### config.mk
export PLATFORM = sky130hd
export DESIGN_NAME = hpalk_core
export DESIGN_NICKNAME = d
export VERILOG_FILES = /design/src/hpalk_pkg.sv /design/src/hpalk_core.sv
export SDC_FILE = /design/constraint.sdc
export NUM_CORES = 1
export LEC_CHECK = 0
export CAP_MARGIN = 20
export CORE_UTILIZATION = 57
export CTS_CLUSTER_DIAMETER = 120
export CTS_CLUSTER_SIZE = 20
export DETAILED_ROUTE_END_ITERATION = 16
export DONT_BUFFER_PORTS = 1
export HOLD_SLACK_MARGIN = 0.03
export PLACE_DENSITY = 0.75
export SLEW_MARGIN = 20
export SYNTH_ARGS = -nofsm -noshare
export SYNTH_HDL_FRONTEND = slang
export SYNTH_SLANG_ARGS = --single-unit
export TNS_END_PERCENT = 100
### constraint.sdc
create_clock -name core_clk -period 3.53 [get_ports core_clk]
set_clock_uncertainty 0.05 [all_clocks]
set_input_delay 0.353 -clock core_clk [delete_from_list [all_inputs] [get_ports core_clk]]
set_output_delay 0.353 -clock core_clk [all_outputs]
set_load 0.005 [all_outputs]
### src/hpalk_pkg.sv
// Package for the protected-area lock and unlock command handler
package hpalk_pkg;
    // Register byte offsets on the AXI4-Lite slave
    localparam logic [7:0] OFF_SUBCMD = 8'h00;
    localparam logic [7:0] OFF_DRVHEAD = 8'h04;
    localparam logic [7:0] OFF_CMD = 8'h08;
    localparam logic [7:0] OFF_ERROR = 8'h0C;
    localparam logic [7:0] OFF_STATUS = 8'h10;
    localparam logic [7:0] OFF_DATA = 8'h14;
    localparam logic [7:0] OFF_CTRL = 8'h18;
    localparam logic [7:0] OFF_INFO = 8'h1C;
    localparam logic [7:0] OFF_PWBASE = 8'h40;
    localparam logic [7:0] OFF_PWEND = 8'h7C;
    // Command and subcommand codes
    localparam logic [7:0] CMD_SETMAX = 8'hF9;
    localparam logic [7:0] CMD_READNATIVE = 8'hF8;
    localparam logic [7:0] SUB_SETPW = 8'h01;
    localparam logic [7:0] SUB_LOCK = 8'h02;
    localparam logic [7:0] SUB_UNLOCK = 8'h03;
    localparam logic [7:0] SUB_FREEZE = 8'h04;
    // Status, error and drive/head bit positions
    localparam int ST_BSY = 7;
    localparam int ST_DRDY = 6;
    localparam int ST_DF = 5;
    localparam int ST_DRQ = 3;
    localparam int ST_ERR = 0;
    localparam int ER_IDNF = 4;
    localparam int ER_ABRT = 2;
    localparam int DH_DEV = 4;
    // Sector layout in 16-bit words
    localparam logic [7:0] PW_FIRST = 8'h01;
    localparam logic [7:0] PW_LAST = 8'h10;
    localparam logic [7:0] SECT_LAST = 8'hFF;
    // Reset values and AXI response codes
    localparam logic [7:0] STATUS_RST = 8'h40;
    localparam logic [2:0] UNLOCK_TRIES = 3'h5;
    localparam logic [1:0] RESP_OKAY = 2'h0;
    localparam logic [1:0] RESP_SLVERR = 2'h2;

    typedef enum logic [1:0] {HPALK_UNLOCKED, HPALK_LOCKED, HPALK_FROZEN} hpalk_lock_t;

    typedef struct packed {
        logic [7:0] awaddr;
        logic [31:0] wdata;
        logic [3:0] wstrb;
    } hpalk_wreq_t;
endpackage : hpalk_pkg

### src/hpalk_core.sv
// Lock and unlock command handler of the protected-area feature, AXI4-Lite slave
// Overview of operation
// - Unlock is command F9h with subcommand register 03h.
// - Lock is command F9h with subcommand register 02h.
// - Lock has no data phase and completes without raising DRQ.
// - Unlock takes exactly one 256-word sector from the host.
// - Success clears BSY, DF, DRQ, ERR and sets DRDY.
// - Error completion clears BSY, sets DRDY, sets ERR if any error bit.
// - ABRT is bit 2, set when unsupported or not locked; IDNF is bit 4.
// - ABRT may flag an action the device cannot carry out.
// - DEV bit 4 of the drive/head register keeps showing the selected device.
// - Directly after a native max read, these act as set max address.
// - Accepted lock enters the locked state.
// - While locked, every set max subcommand but unlock and freeze is refused.
// - Locked holds until power cycle, accepted unlock or freeze.
// - Password is held until power cycle; set password leaves device unlocked.
// - Unlock compares the received password with the stored one.
// - Mismatch aborts the unlock and decrements the attempt counter.
// - Lock loads the counter with five; mismatch while locked decrements it.
// - At zero attempts every unlock is aborted until power cycle.
// - Match enters the unlocked state, where lock, set password and freeze are accepted again; unlock is refused.
`timescale 1ns/10ps
`default_nettype none
module hpalk_core #(
    parameter int CNT_W = 3
) (
    input wire logic core_clk,
    input wire logic rstn,
    input wire logic [7:0] s_axi_awaddr,
    input wire logic s_axi_awvalid,
    output logic s_axi_awready,
    input wire logic [31:0] s_axi_wdata,
    input wire logic [3:0] s_axi_wstrb,
    input wire logic s_axi_wvalid,
    output logic s_axi_wready,
    output logic [1:0] s_axi_bresp,
    output logic s_axi_bvalid,
    input wire logic s_axi_bready,
    input wire logic [7:0] s_axi_araddr,
    input wire logic s_axi_arvalid,
    output logic s_axi_arready,
    output logic [31:0] s_axi_rdata,
    output logic [1:0] s_axi_rresp,
    output logic s_axi_rvalid,
    input wire logic s_axi_rready,
    output hpalk_pkg::hpalk_lock_t lockState,
    output logic setMaxAddrReq
);
    import hpalk_pkg::*;

    if (CNT_W < 3) begin : g_chk
        $error("CNT_W must be at least 3");
    end

    typedef enum {CS_IDLE, CS_DATA, CS_DONE} hpalk_cmd_t;

    hpalk_cmd_t cmdState_q;
    hpalk_wreq_t wreq_q;
    logic awHave_q, wHave_q;
    logic [7:0] subcmd_q, drvHead_q, error_q, status_q;
    logic [7:0] wordIdx_q;
    logic [CNT_W-1:0] tries_q;
    logic [15:0] storedPw_q [0:15];
    logic pwValid_q, mismatch_q, prevNative_q;
    logic isSetPw_q;
    logic [CNT_W-1:0] triesInit;

    function automatic logic [7:0] regByte(input logic [31:0] d);
        return d[7:0];
    endfunction : regByte

    assign triesInit = CNT_W'(UNLOCK_TRIES);

    // Write channel capture; address and data taken in either order
    wire wrFire = awHave_q && wHave_q && !s_axi_bvalid;
    always_ff @(posedge core_clk or negedge rstn) begin
        if (!rstn) begin
            awHave_q <= 1'b0;
            wHave_q <= 1'b0;
            s_axi_awready <= 1'b0;
            s_axi_wready <= 1'b0;
            wreq_q <= '0;
        end else begin
            s_axi_awready <= !awHave_q && !s_axi_awready;
            s_axi_wready <= !wHave_q && !s_axi_wready;
            if (s_axi_awvalid && s_axi_awready) begin
                awHave_q <= 1'b1;
                wreq_q.awaddr <= s_axi_awaddr;
                s_axi_awready <= 1'b0;
            end
            if (s_axi_wvalid && s_axi_wready) begin
                wHave_q <= 1'b1;
                wreq_q.wdata <= s_axi_wdata;
                wreq_q.wstrb <= s_axi_wstrb;
                s_axi_wready <= 1'b0;
            end
            if (wrFire) begin
                awHave_q <= 1'b0;
                wHave_q <= 1'b0;
            end
        end
    end

    wire wrLow = wreq_q.wstrb[0];
    wire wrSub = wrFire && wrLow && wreq_q.awaddr == OFF_SUBCMD;
    wire wrDh = wrFire && wrLow && wreq_q.awaddr == OFF_DRVHEAD;
    wire wrCmd = wrFire && wrLow && wreq_q.awaddr == OFF_CMD && !status_q[ST_BSY];
    wire wrData = wrFire && wreq_q.awaddr == OFF_DATA && cmdState_q == CS_DATA;
    wire wrPw = wrFire && wreq_q.awaddr >= OFF_PWBASE && wreq_q.awaddr <= OFF_PWEND;
    wire wrMapped = wreq_q.awaddr == OFF_SUBCMD || wreq_q.awaddr == OFF_DRVHEAD
        || wreq_q.awaddr == OFF_CMD || wreq_q.awaddr == OFF_DATA
        || (wreq_q.awaddr >= OFF_PWBASE && wreq_q.awaddr <= OFF_PWEND);

    always_ff @(posedge core_clk or negedge rstn) begin
        if (!rstn) begin
            s_axi_bvalid <= 1'b0;
            s_axi_bresp <= RESP_OKAY;
        end else if (wrFire) begin
            s_axi_bvalid <= 1'b1;
            s_axi_bresp <= wrMapped ? RESP_OKAY : RESP_SLVERR;
        end else if (s_axi_bready) begin
            s_axi_bvalid <= 1'b0;
        end
    end

    always_ff @(posedge core_clk or negedge rstn) begin
        if (!rstn) begin
            subcmd_q <= 8'h00;
        end else if (wrSub) begin
            subcmd_q <= regByte(wreq_q.wdata);
        end
    end

    always_ff @(posedge core_clk or negedge rstn) begin
        if (!rstn) begin
            drvHead_q <= 8'h00;
        end else if (wrDh) begin
            drvHead_q <= regByte(wreq_q.wdata);
        end
    end

    // Register-window write of the stored password (set password data path)
    // Password kept until power cycle
    always_ff @(posedge core_clk) begin
        if (wrPw) begin
            storedPw_q[4'(wreq_q.awaddr[5:2])] <= wreq_q.wdata[15:0];
        end
    end

    wire isF9 = regByte(wreq_q.wdata) == CMD_SETMAX;
    wire isLock = isF9 && subcmd_q == SUB_LOCK;
    wire isUnlock = isF9 && subcmd_q == SUB_UNLOCK;
    wire isSetPw = isF9 && subcmd_q == SUB_SETPW;
    wire isFreeze = isF9 && subcmd_q == SUB_FREEZE;
    wire inPw = wordIdx_q >= PW_FIRST && wordIdx_q <= PW_LAST;
    wire [3:0] pwIdx = 4'(wordIdx_q - PW_FIRST);

    // Command state, lock state, attempt counter, status and error
    always_ff @(posedge core_clk or negedge rstn) begin
        if (!rstn) begin
            cmdState_q <= CS_IDLE;
            lockState <= HPALK_UNLOCKED;
            tries_q <= CNT_W'(UNLOCK_TRIES);
            status_q <= STATUS_RST;
            error_q <= 8'h00;
            wordIdx_q <= 8'h00;
            mismatch_q <= 1'b0;
            pwValid_q <= 1'b0;
            prevNative_q <= 1'b0;
            setMaxAddrReq <= 1'b0;
            isSetPw_q <= 1'b0;
        end else begin
            setMaxAddrReq <= 1'b0;
            unique case (cmdState_q)
                CS_IDLE: begin
                    if (wrCmd) begin
                        prevNative_q <= regByte(wreq_q.wdata) == CMD_READNATIVE;
                        error_q <= 8'h00;
                        // Right after native max read, hand off as set max address
                        if (isF9 && prevNative_q) begin
                            setMaxAddrReq <= 1'b1;
                            status_q <= STATUS_RST;
                        // Locked refuses all but unlock and freeze
                        end else if ((isLock || isSetPw) && lockState != HPALK_UNLOCKED) begin
                            error_q[ER_ABRT] <= 1'b1;
                            status_q <= 8'h41;
                        end else if (isLock) begin
                            lockState <= HPALK_LOCKED;
                            tries_q <= triesInit;
                            status_q <= 8'h40;
                        // Unlock while not locked or out of tries is aborted
                        end else if (isUnlock && (lockState != HPALK_LOCKED || tries_q == '0)) begin
                            error_q[ER_ABRT] <= 1'b1;
                            status_q <= 8'h41;
                        // Unlock and set password open one-sector data phase
                        end else if (isUnlock || isSetPw) begin
                            cmdState_q <= CS_DATA;
                            isSetPw_q <= isSetPw;
                            wordIdx_q <= 8'h00;
                            mismatch_q <= 1'b0;
                            status_q <= 8'h48;
                        end else if (isFreeze) begin
                            // Freeze ends locked only once a password exists
                            if (lockState == HPALK_FROZEN || !pwValid_q) begin
                                error_q[ER_ABRT] <= 1'b1;
                                status_q <= 8'h41;
                            end else begin
                                lockState <= HPALK_FROZEN;
                                status_q <= 8'h40;
                            end
                        end else begin
                            // Anything else here is not supported
                            error_q[ER_ABRT] <= 1'b1;
                            status_q <= 8'h41;
                        end
                    end
                end
                CS_DATA: begin
                    if (wrData) begin
                        wordIdx_q <= wordIdx_q + 8'h01;
                        // Only words 1 to 16 matter
                        if (inPw && !isSetPw_q && wreq_q.wdata[15:0] != storedPw_q[pwIdx]) begin
                            mismatch_q <= 1'b1;
                        end
                        if (wordIdx_q == SECT_LAST) begin
                            cmdState_q <= CS_DONE;
                            status_q <= 8'h80;
                        end
                    end
                end
                CS_DONE: begin
                    cmdState_q <= CS_IDLE;
                    if (isSetPw_q) begin
                        pwValid_q <= 1'b1;
                        lockState <= HPALK_UNLOCKED;
                        status_q <= 8'h40;
                    end else if (mismatch_q) begin
                        // Mismatch aborts and uses up a try
                        error_q[ER_ABRT] <= 1'b1;
                        status_q <= 8'h41;
                        if (tries_q != '0) begin
                            tries_q <= tries_q - CNT_W'(1);
                        end
                    end else begin
                        lockState <= HPALK_UNLOCKED;
                        status_q <= 8'h40;
                    end
                end
            endcase
        end
    end

    // Read channel
    logic [31:0] rdMux;
    logic rdOk;
    always_comb begin
        rdMux = 32'h0000_0000;
        rdOk = 1'b1;
        unique case (s_axi_araddr)
            OFF_SUBCMD: rdMux = {24'h000000, subcmd_q};
            OFF_DRVHEAD: rdMux = {24'h000000, drvHead_q};
            OFF_CMD: rdMux = 32'h0000_0000;
            OFF_ERROR: rdMux = {24'h000000, error_q};
            OFF_STATUS: rdMux = {24'h000000, status_q};
            OFF_CTRL: rdMux = {24'h000000, 7'h00, drvHead_q[DH_DEV]};
            OFF_INFO: rdMux = {16'h0000, 8'(tries_q), 6'h00, 2'(lockState)};
            default: rdOk = s_axi_araddr >= OFF_PWBASE && s_axi_araddr <= OFF_PWEND;
        endcase
    end

    always_ff @(posedge core_clk or negedge rstn) begin
        if (!rstn) begin
            s_axi_arready <= 1'b0;
            s_axi_rvalid <= 1'b0;
            s_axi_rdata <= 32'h0000_0000;
            s_axi_rresp <= RESP_OKAY;
        end else begin
            s_axi_arready <= !s_axi_rvalid && !s_axi_arready;
            if (s_axi_arvalid && s_axi_arready) begin
                s_axi_arready <= 1'b0;
                s_axi_rvalid <= 1'b1;
                s_axi_rdata <= rdMux;
                s_axi_rresp <= rdOk ? RESP_OKAY : RESP_SLVERR;
            end else if (s_axi_rvalid && s_axi_rready) begin
                s_axi_rvalid <= 1'b0;
            end
        end
    end
endmodule : hpalk_core
`default_nettype wire

======== Yosys cells after proc, flatten, opt, wreduce, memory -nomap -nowiden ========
Memory sizes are Yosys's and may differ from the RTL's.
Cells that the tools add are included.
cells by class
  $add $sub $neg .......................... 3
  $lt $le $gt $ge ......................... 6
  equality and inequality tests ........... 40
  muxes and demuxes ....................... 89
  bitwise logic cells ..................... 4
  reduce and logical (&&, ||, !) cells .... 71
operator list
  kind                                                 count
  two-way mux 32 bit                                   8
  two-way mux 8 bit                                    17
  one-hot mux 32 bit (3 select lines)                  1
  one-hot mux 11 bit (6 select lines)                  1
  == test 32 x 2 -> 1 bit, second input constant       2
  two-way mux 1 bit                                    36
  == test 32 x 1 -> 1 bit, second input constant       1
  == test 8 x 5 -> 1 bit, second input constant        4
  zero test 32 bit                                     1
  logical AND 1 bit                                    30
  inequality test 2 bit, second input constant         13
  == test 8 x 3 -> 1 bit, second input constant        3
  == test 8 x 4 -> 1 bit, second input constant        3
  == test 8 bit, second input constant                 3
  two-way mux 2 bit                                    12
  two-way mux 3 bit                                    8
  one-hot mux 8 bit (3 select lines)                   1
  AND reduction 8 bit                                  3
  AND reduction 9 bit                                  2
  == test 8 x 2 -> 1 bit, second input constant        2
  >= comparator 8 x 7 -> 1 bit, second input constant  2
  <= comparator 8 x 7 -> 1 bit, second input constant  2
  zero test 8 bit                                      2
  inequality test 16 bit                               1
  24 further kinds                                     55
storage, ports and cells
  register bits after elaboration ......... 143
  bits in writable memories ............... 256
  input bits .............................. 59
  output and inout bits ................... 44
  word-level logic and storage cells ...... 240
  memories kept ........................... 1
memory list
  name        words  width  rd ports  clocked after Yosys merged registers in  wr ports  RTL line          text
  storedPw_q  16     16     1         0                                        1         hpalk_core.sv:63  logic [15:0] storedPw_q [0:15];

======== Depth between registers and ports, before layout ========
  depth in word-level cells ............... 11
  gate-level depth with buffers ........... 13
  gate-level depth less buffers ........... 10

======== Worst setup path after synthesis ========
Ideal clock, no wire load.
  path kind ............................... reg-to-reg
  from .................................... register wordIdx_q[0]
  to ...................................... register mismatch_q
  library setup time ...................... 0.128 ns
  arrival ................................. 3.223 ns
  required time ........................... 3.352 ns
  setup slack ............................. 0.129 ns
  cell stages (with the launch flop) ...... 13
  path buffers ............................ 4
  clock period less this slack ............ 3.401 ns
  cell sequence ........................... dfrtp_1 > buf_2 > buf_1 > inv_1 > ha_1 > clkbuf_1 > clkbuf_1 > mux4_2 > mux4_2 > xnor2_1 > nand4_1 > nor2_1 > a21oi_1
on the way
  word-level cells in the longest chain between the ends .. 6
  elaborated cells between the ends (all ways) .. 10
  classes of those cells .................. add/sub: 1; order compare: 2; eq/ne: 2; reduce/logical: 4; memory: 1
ends and longest elaborated chain
  element                                                         RTL line           text
  start: declaration                                              hpalk_core.sv:61   logic [7:0] wordIdx_q;
  start signal: assignment                                        hpalk_core.sv:220  wordIdx_q <= wordIdx_q + 8'h01;
  subtractor 4 x 1 -> 4 bit (tied with other cells)               hpalk_core.sv:156  wire [3:0] pwIdx = 4'(wordIdx_q - PW_FIRST);
  memory read (16 x 16 bit) or logical AND 1 bit (tied branches)  n/a
  inequality test 16 bit or logical AND 1 bit (tied branches)     hpalk_core.sv:222  if (inPw && !isSetPw_q && wreq_q.wdata[15:0] != storedPw_q[pwIdx]) begin
  logical AND 1 bit (*)                                           hpalk_core.sv:222
  inequality test 2 bit (no source line) (*)                      n/a
  AND reduction 9 bit (no source line) (*)                        n/a
  end signal: assignment                                          hpalk_core.sv:167  mismatch_q <= 1'b0;
  end signal: assignment                                          hpalk_core.sv:200  mismatch_q <= 1'b0;
  end signal: assignment                                          hpalk_core.sv:223  mismatch_q <= 1'b1;
  end: declaration                                                hpalk_core.sv:64   logic pwValid_q, mismatch_q, prevNative_q;
Every way passes the cells marked *; elsewhere a longest branch is shown, timed or not.
A chain may end at the register's enable or synchronous reset.

======== Worst setup path after layout ========
Same ends and word-level chain as after synthesis.

==> results.txt <==
Run status: completed
Post-cts repair resize count: 0
Most frequently used cell type in the post-synthesis netlist: edfxtp_1
Post-CTS Setup Bufs: 0
Number of sinks handled by clock tree synthesis: 342
Die area: 25,600 um^2
Post-route setup TNS: 0 ns
Number of CTS-inserted buffers: 21
Unrepaired setup endpoints after global routing: no
Clock Latency Late Sink: 0.52 ns
Maximum number of pins on one net before global-route repair: 87
Total routing usage reported by global routing: 0.235
Worst-case clock buffer depth: 3
N_diodes: 0
PD cells: 570 nW/um^2
Die extent in y: 160 um
Count of standard-cell rows: 57
Fill cell total of the finished layout: 1,622
Average cell area after synthesis: 17.4 um^2
Clock tree from TritonCTS: done
Tmin final: 3.04 ns
Ratio of routed vias to standard cells: 6.22
Number of distinct library cells after synthesis: 58
Worst path arrival time: 3.38 ns
Iteration-0 DRC count of the detailed router: 621
Die width: 160 um
Count of vias placed by the detailed router: 7,592
Synthesis Warnings: 0
Initial Util: 0.584
CP max FO: 17
Worst hold slack across all endpoints: 0.0443 ns
Largest area contributor in the synthesized netlist: edfxtp_1
Placer's final routability congestion estimate: 0.807
Ratio of final minimum period to clock period: 0.861
Top-level port count: 103
DRC Markers: 0
Share of async-settable or async-resettable flops after synthesis: 0.251
Fraction of final layout cells sized beyond drive strength 1: 0.225
Class of the tightest hold or removal check: in2reg
Clock-pin transition on the worst setup and hold timing paths: 0.09 ns
Clock root buffer: clkbuf_16
Drt pass-1 iters: 5
Total of flip-flops plus latches after synthesis: 342
Type of destination of the critical path: register
Worst slew margin relative to its limit: 0.314
Number of nets with antenna violations after detailed routing: 0
Routed length per instance: 24.1 um
Instance count of the mapped netlist: 817
Slew at the pin closest to its max-slew limit: 1.03 ns
Number of pins with negative max-slew slack in the final report: 0
Layout-stage area growth over the synthesis result: 10.8%
DRT Wirelength: 29,400 um
H-tree depth reported by CTS: 1
Vias in the first global route: 7,880
Core box area: 24,400 um^2
Initial antenna violation count: 0
Final hold violation count: 0
Type of origin of the critical path: register
Final Setup Violations: 0
Fraction of the yosys area taken by sequential cells: 0.691
Type of the worst setup path: reg2reg
Total grt overflow: 0
Most frequently used flop master after synthesis: edfxtp_1
Top achievable clock speed: 0.329 GHz
Cell types occupying the most area after synthesis: edfxtp_1 54%, dfrtp_1 15%, mux4_2 11%, mux2_2 4.0%, mux2i_1 2.0%
Number of enable flip-flop cells after synthesis: 256
Post-layout nets: 951
Leakage: 0.00551 uW
Post-synth top cells: 256 x edfxtp_1, 83 x dfrtp_1, 72 x mux4_2
Worst-case vdd ir drop: 0.578 mV
R2R Setup Slk: 0.49 ns
Total design power: 8990 uW
Wire length of the first global-routing pass: 45,300 um
Placed wire-length estimate: 17,900 um
Data required time of the worst path: 3.88 ns
Combined area of all synthesized cells: 14,200 um^2
Share of the synthesized area in the top cell type: 0.540
Number of buffer cells added on primary ports: 0
Max-cap viol count: 0
## registers in the layout (all words and copies together), names as in the netlist, 3 cells and up
| name | flops |
|---|---|
| drvHead_q | 8 |
| storedPw_q | 256 |
| wreq_q | 24 |
| wordIdx_q | 8 |
| s_axi_rdata | 11 |
| status_q | 4 |
| subcmd_q | 8 |
| tries_q | 3 |
## stage by stage
step	cell area [um^2]	utilization	setup WS (ns)	cells
6_report	15800	0.647	0.491	1220
5_1_grt	15800	0.647	0.340	1220
4_1_cts	15800	0.647	0.471	1220
3_5_place_dp	14800	0.608	0.507	1149
3_3_place_gp	14800	0.607	0.546	1149
2_1_floorplan	14300	-	0.129	839
## layout by cell type (no fill, tap or decap), drive strengths merged, types with 2 or more instances in the layout
master / count
xor2: 8
and3: 5
or3: 2
nand2: 42
o21ai: 22
nand2b: 8
dfrtp: 83
nand3b: 5
nor4: 3
mux2i: 29
dfstp: 3
o41ai: 3
nor2: 42
edfxtp: 256
ha: 10
mux2: 50
and2: 3
a22o: 6
conb: 23
a32oi: 3
a21oi: 14
nand4: 10
nor3: 12
xnor2: 15
nor4b: 2
buf: 40
clkbuf: 35
mux4: 72
dlygate4sd3: 33
nand3: 14
a21o: 2
nand4b: 3
inv: 16
a22oi: 2
or2: 2
## worst max-delay path, stage by stage (launching register included)
cell	delay [ns]
dfrtp_4	0.50
inv_1	0.10
ha_1	0.27
xor2_4	0.45
buf_4	0.43
mux2i_1	0.26
mux2i_1	0.11
xnor2_1	0.20
nand4_1	0.13
nor4_1	0.30
a21oi_1	0.11
## layer usage
layer | vias up | wire (um) | GRT usage
li1 | 3266 | - | -
met5 | - | 0 | 0
met3 | 65 | 2130 | 0.0262
met4 | 0 | 892 | 0.0805
met2 | 337 | 14600 | 0.386
met1 | 3924 | 11800 | 0.334
## area by class of cell
type | count | area [um^2] | area share
well taps | 324 | 405 | 0.0257
clock buffers | 35 | 578 | 0.0366
clock inverters | 2 | 28.8 | 0.00182
multi-input cells | 430 | 4200 | 0.266
flip-flops and latches | 342 | 9850 | 0.624
repair buffers | 73 | 676 | 0.0428
inverters | 14 | 52.6 | 0.00333
## timing repair
action / in CTS / in global routing
setup endpoints to repair: 0 / 0
endpoints found under the hold margin: 117 / 0
hold buffers: 34 / 0
## report_power, final
group          total (uW)  internal (uW)  switching (uW)  leakage (uW)
logic                1070            421             650       0.00179
clock network        2400           1140            1260      0.000290
registers            5520           5050             469       0.00342
## kinds of logic (layout without fill, tap and decap cells)
| logic type | after synthesis | count (layout) | share of synthesized area |
|---|---|---|---|
| xor gates and xnor gates | 23 | 23 | 0.0147 |
| buffers and inverters | 67 | 124 | 0.0242 |
| and+or+nand+nor | 159 | 159 | 0.0564 |
| adders and majority gates | 10 | 10 | 0.00878 |
| muxes | 151 | 151 | 0.174 |
| other | 1 | 23 | 0.000263 |
| AOI/OAI and AO/OA | 64 | 64 | 0.0312 |
| DFF | 342 | 342 | 0.691 |
## final timing paths
kind                                       from        endpoint  depth (start not counted)
worst min register to register     s_axi_rvalid   s_axi_arready                          1
min in group asynchronous                  rstn    wordIdx_q[4]                          2
worst min-delay path            s_axi_araddr[2]  s_axi_rdata[3]                          2
worst max register to register     wordIdx_q[0]      mismatch_q                         10
max in group asynchronous                  rstn    wordIdx_q[0]                          2
worst max-delay path               wordIdx_q[0]      mismatch_q                         10
(Power assumes the default switching activity.)
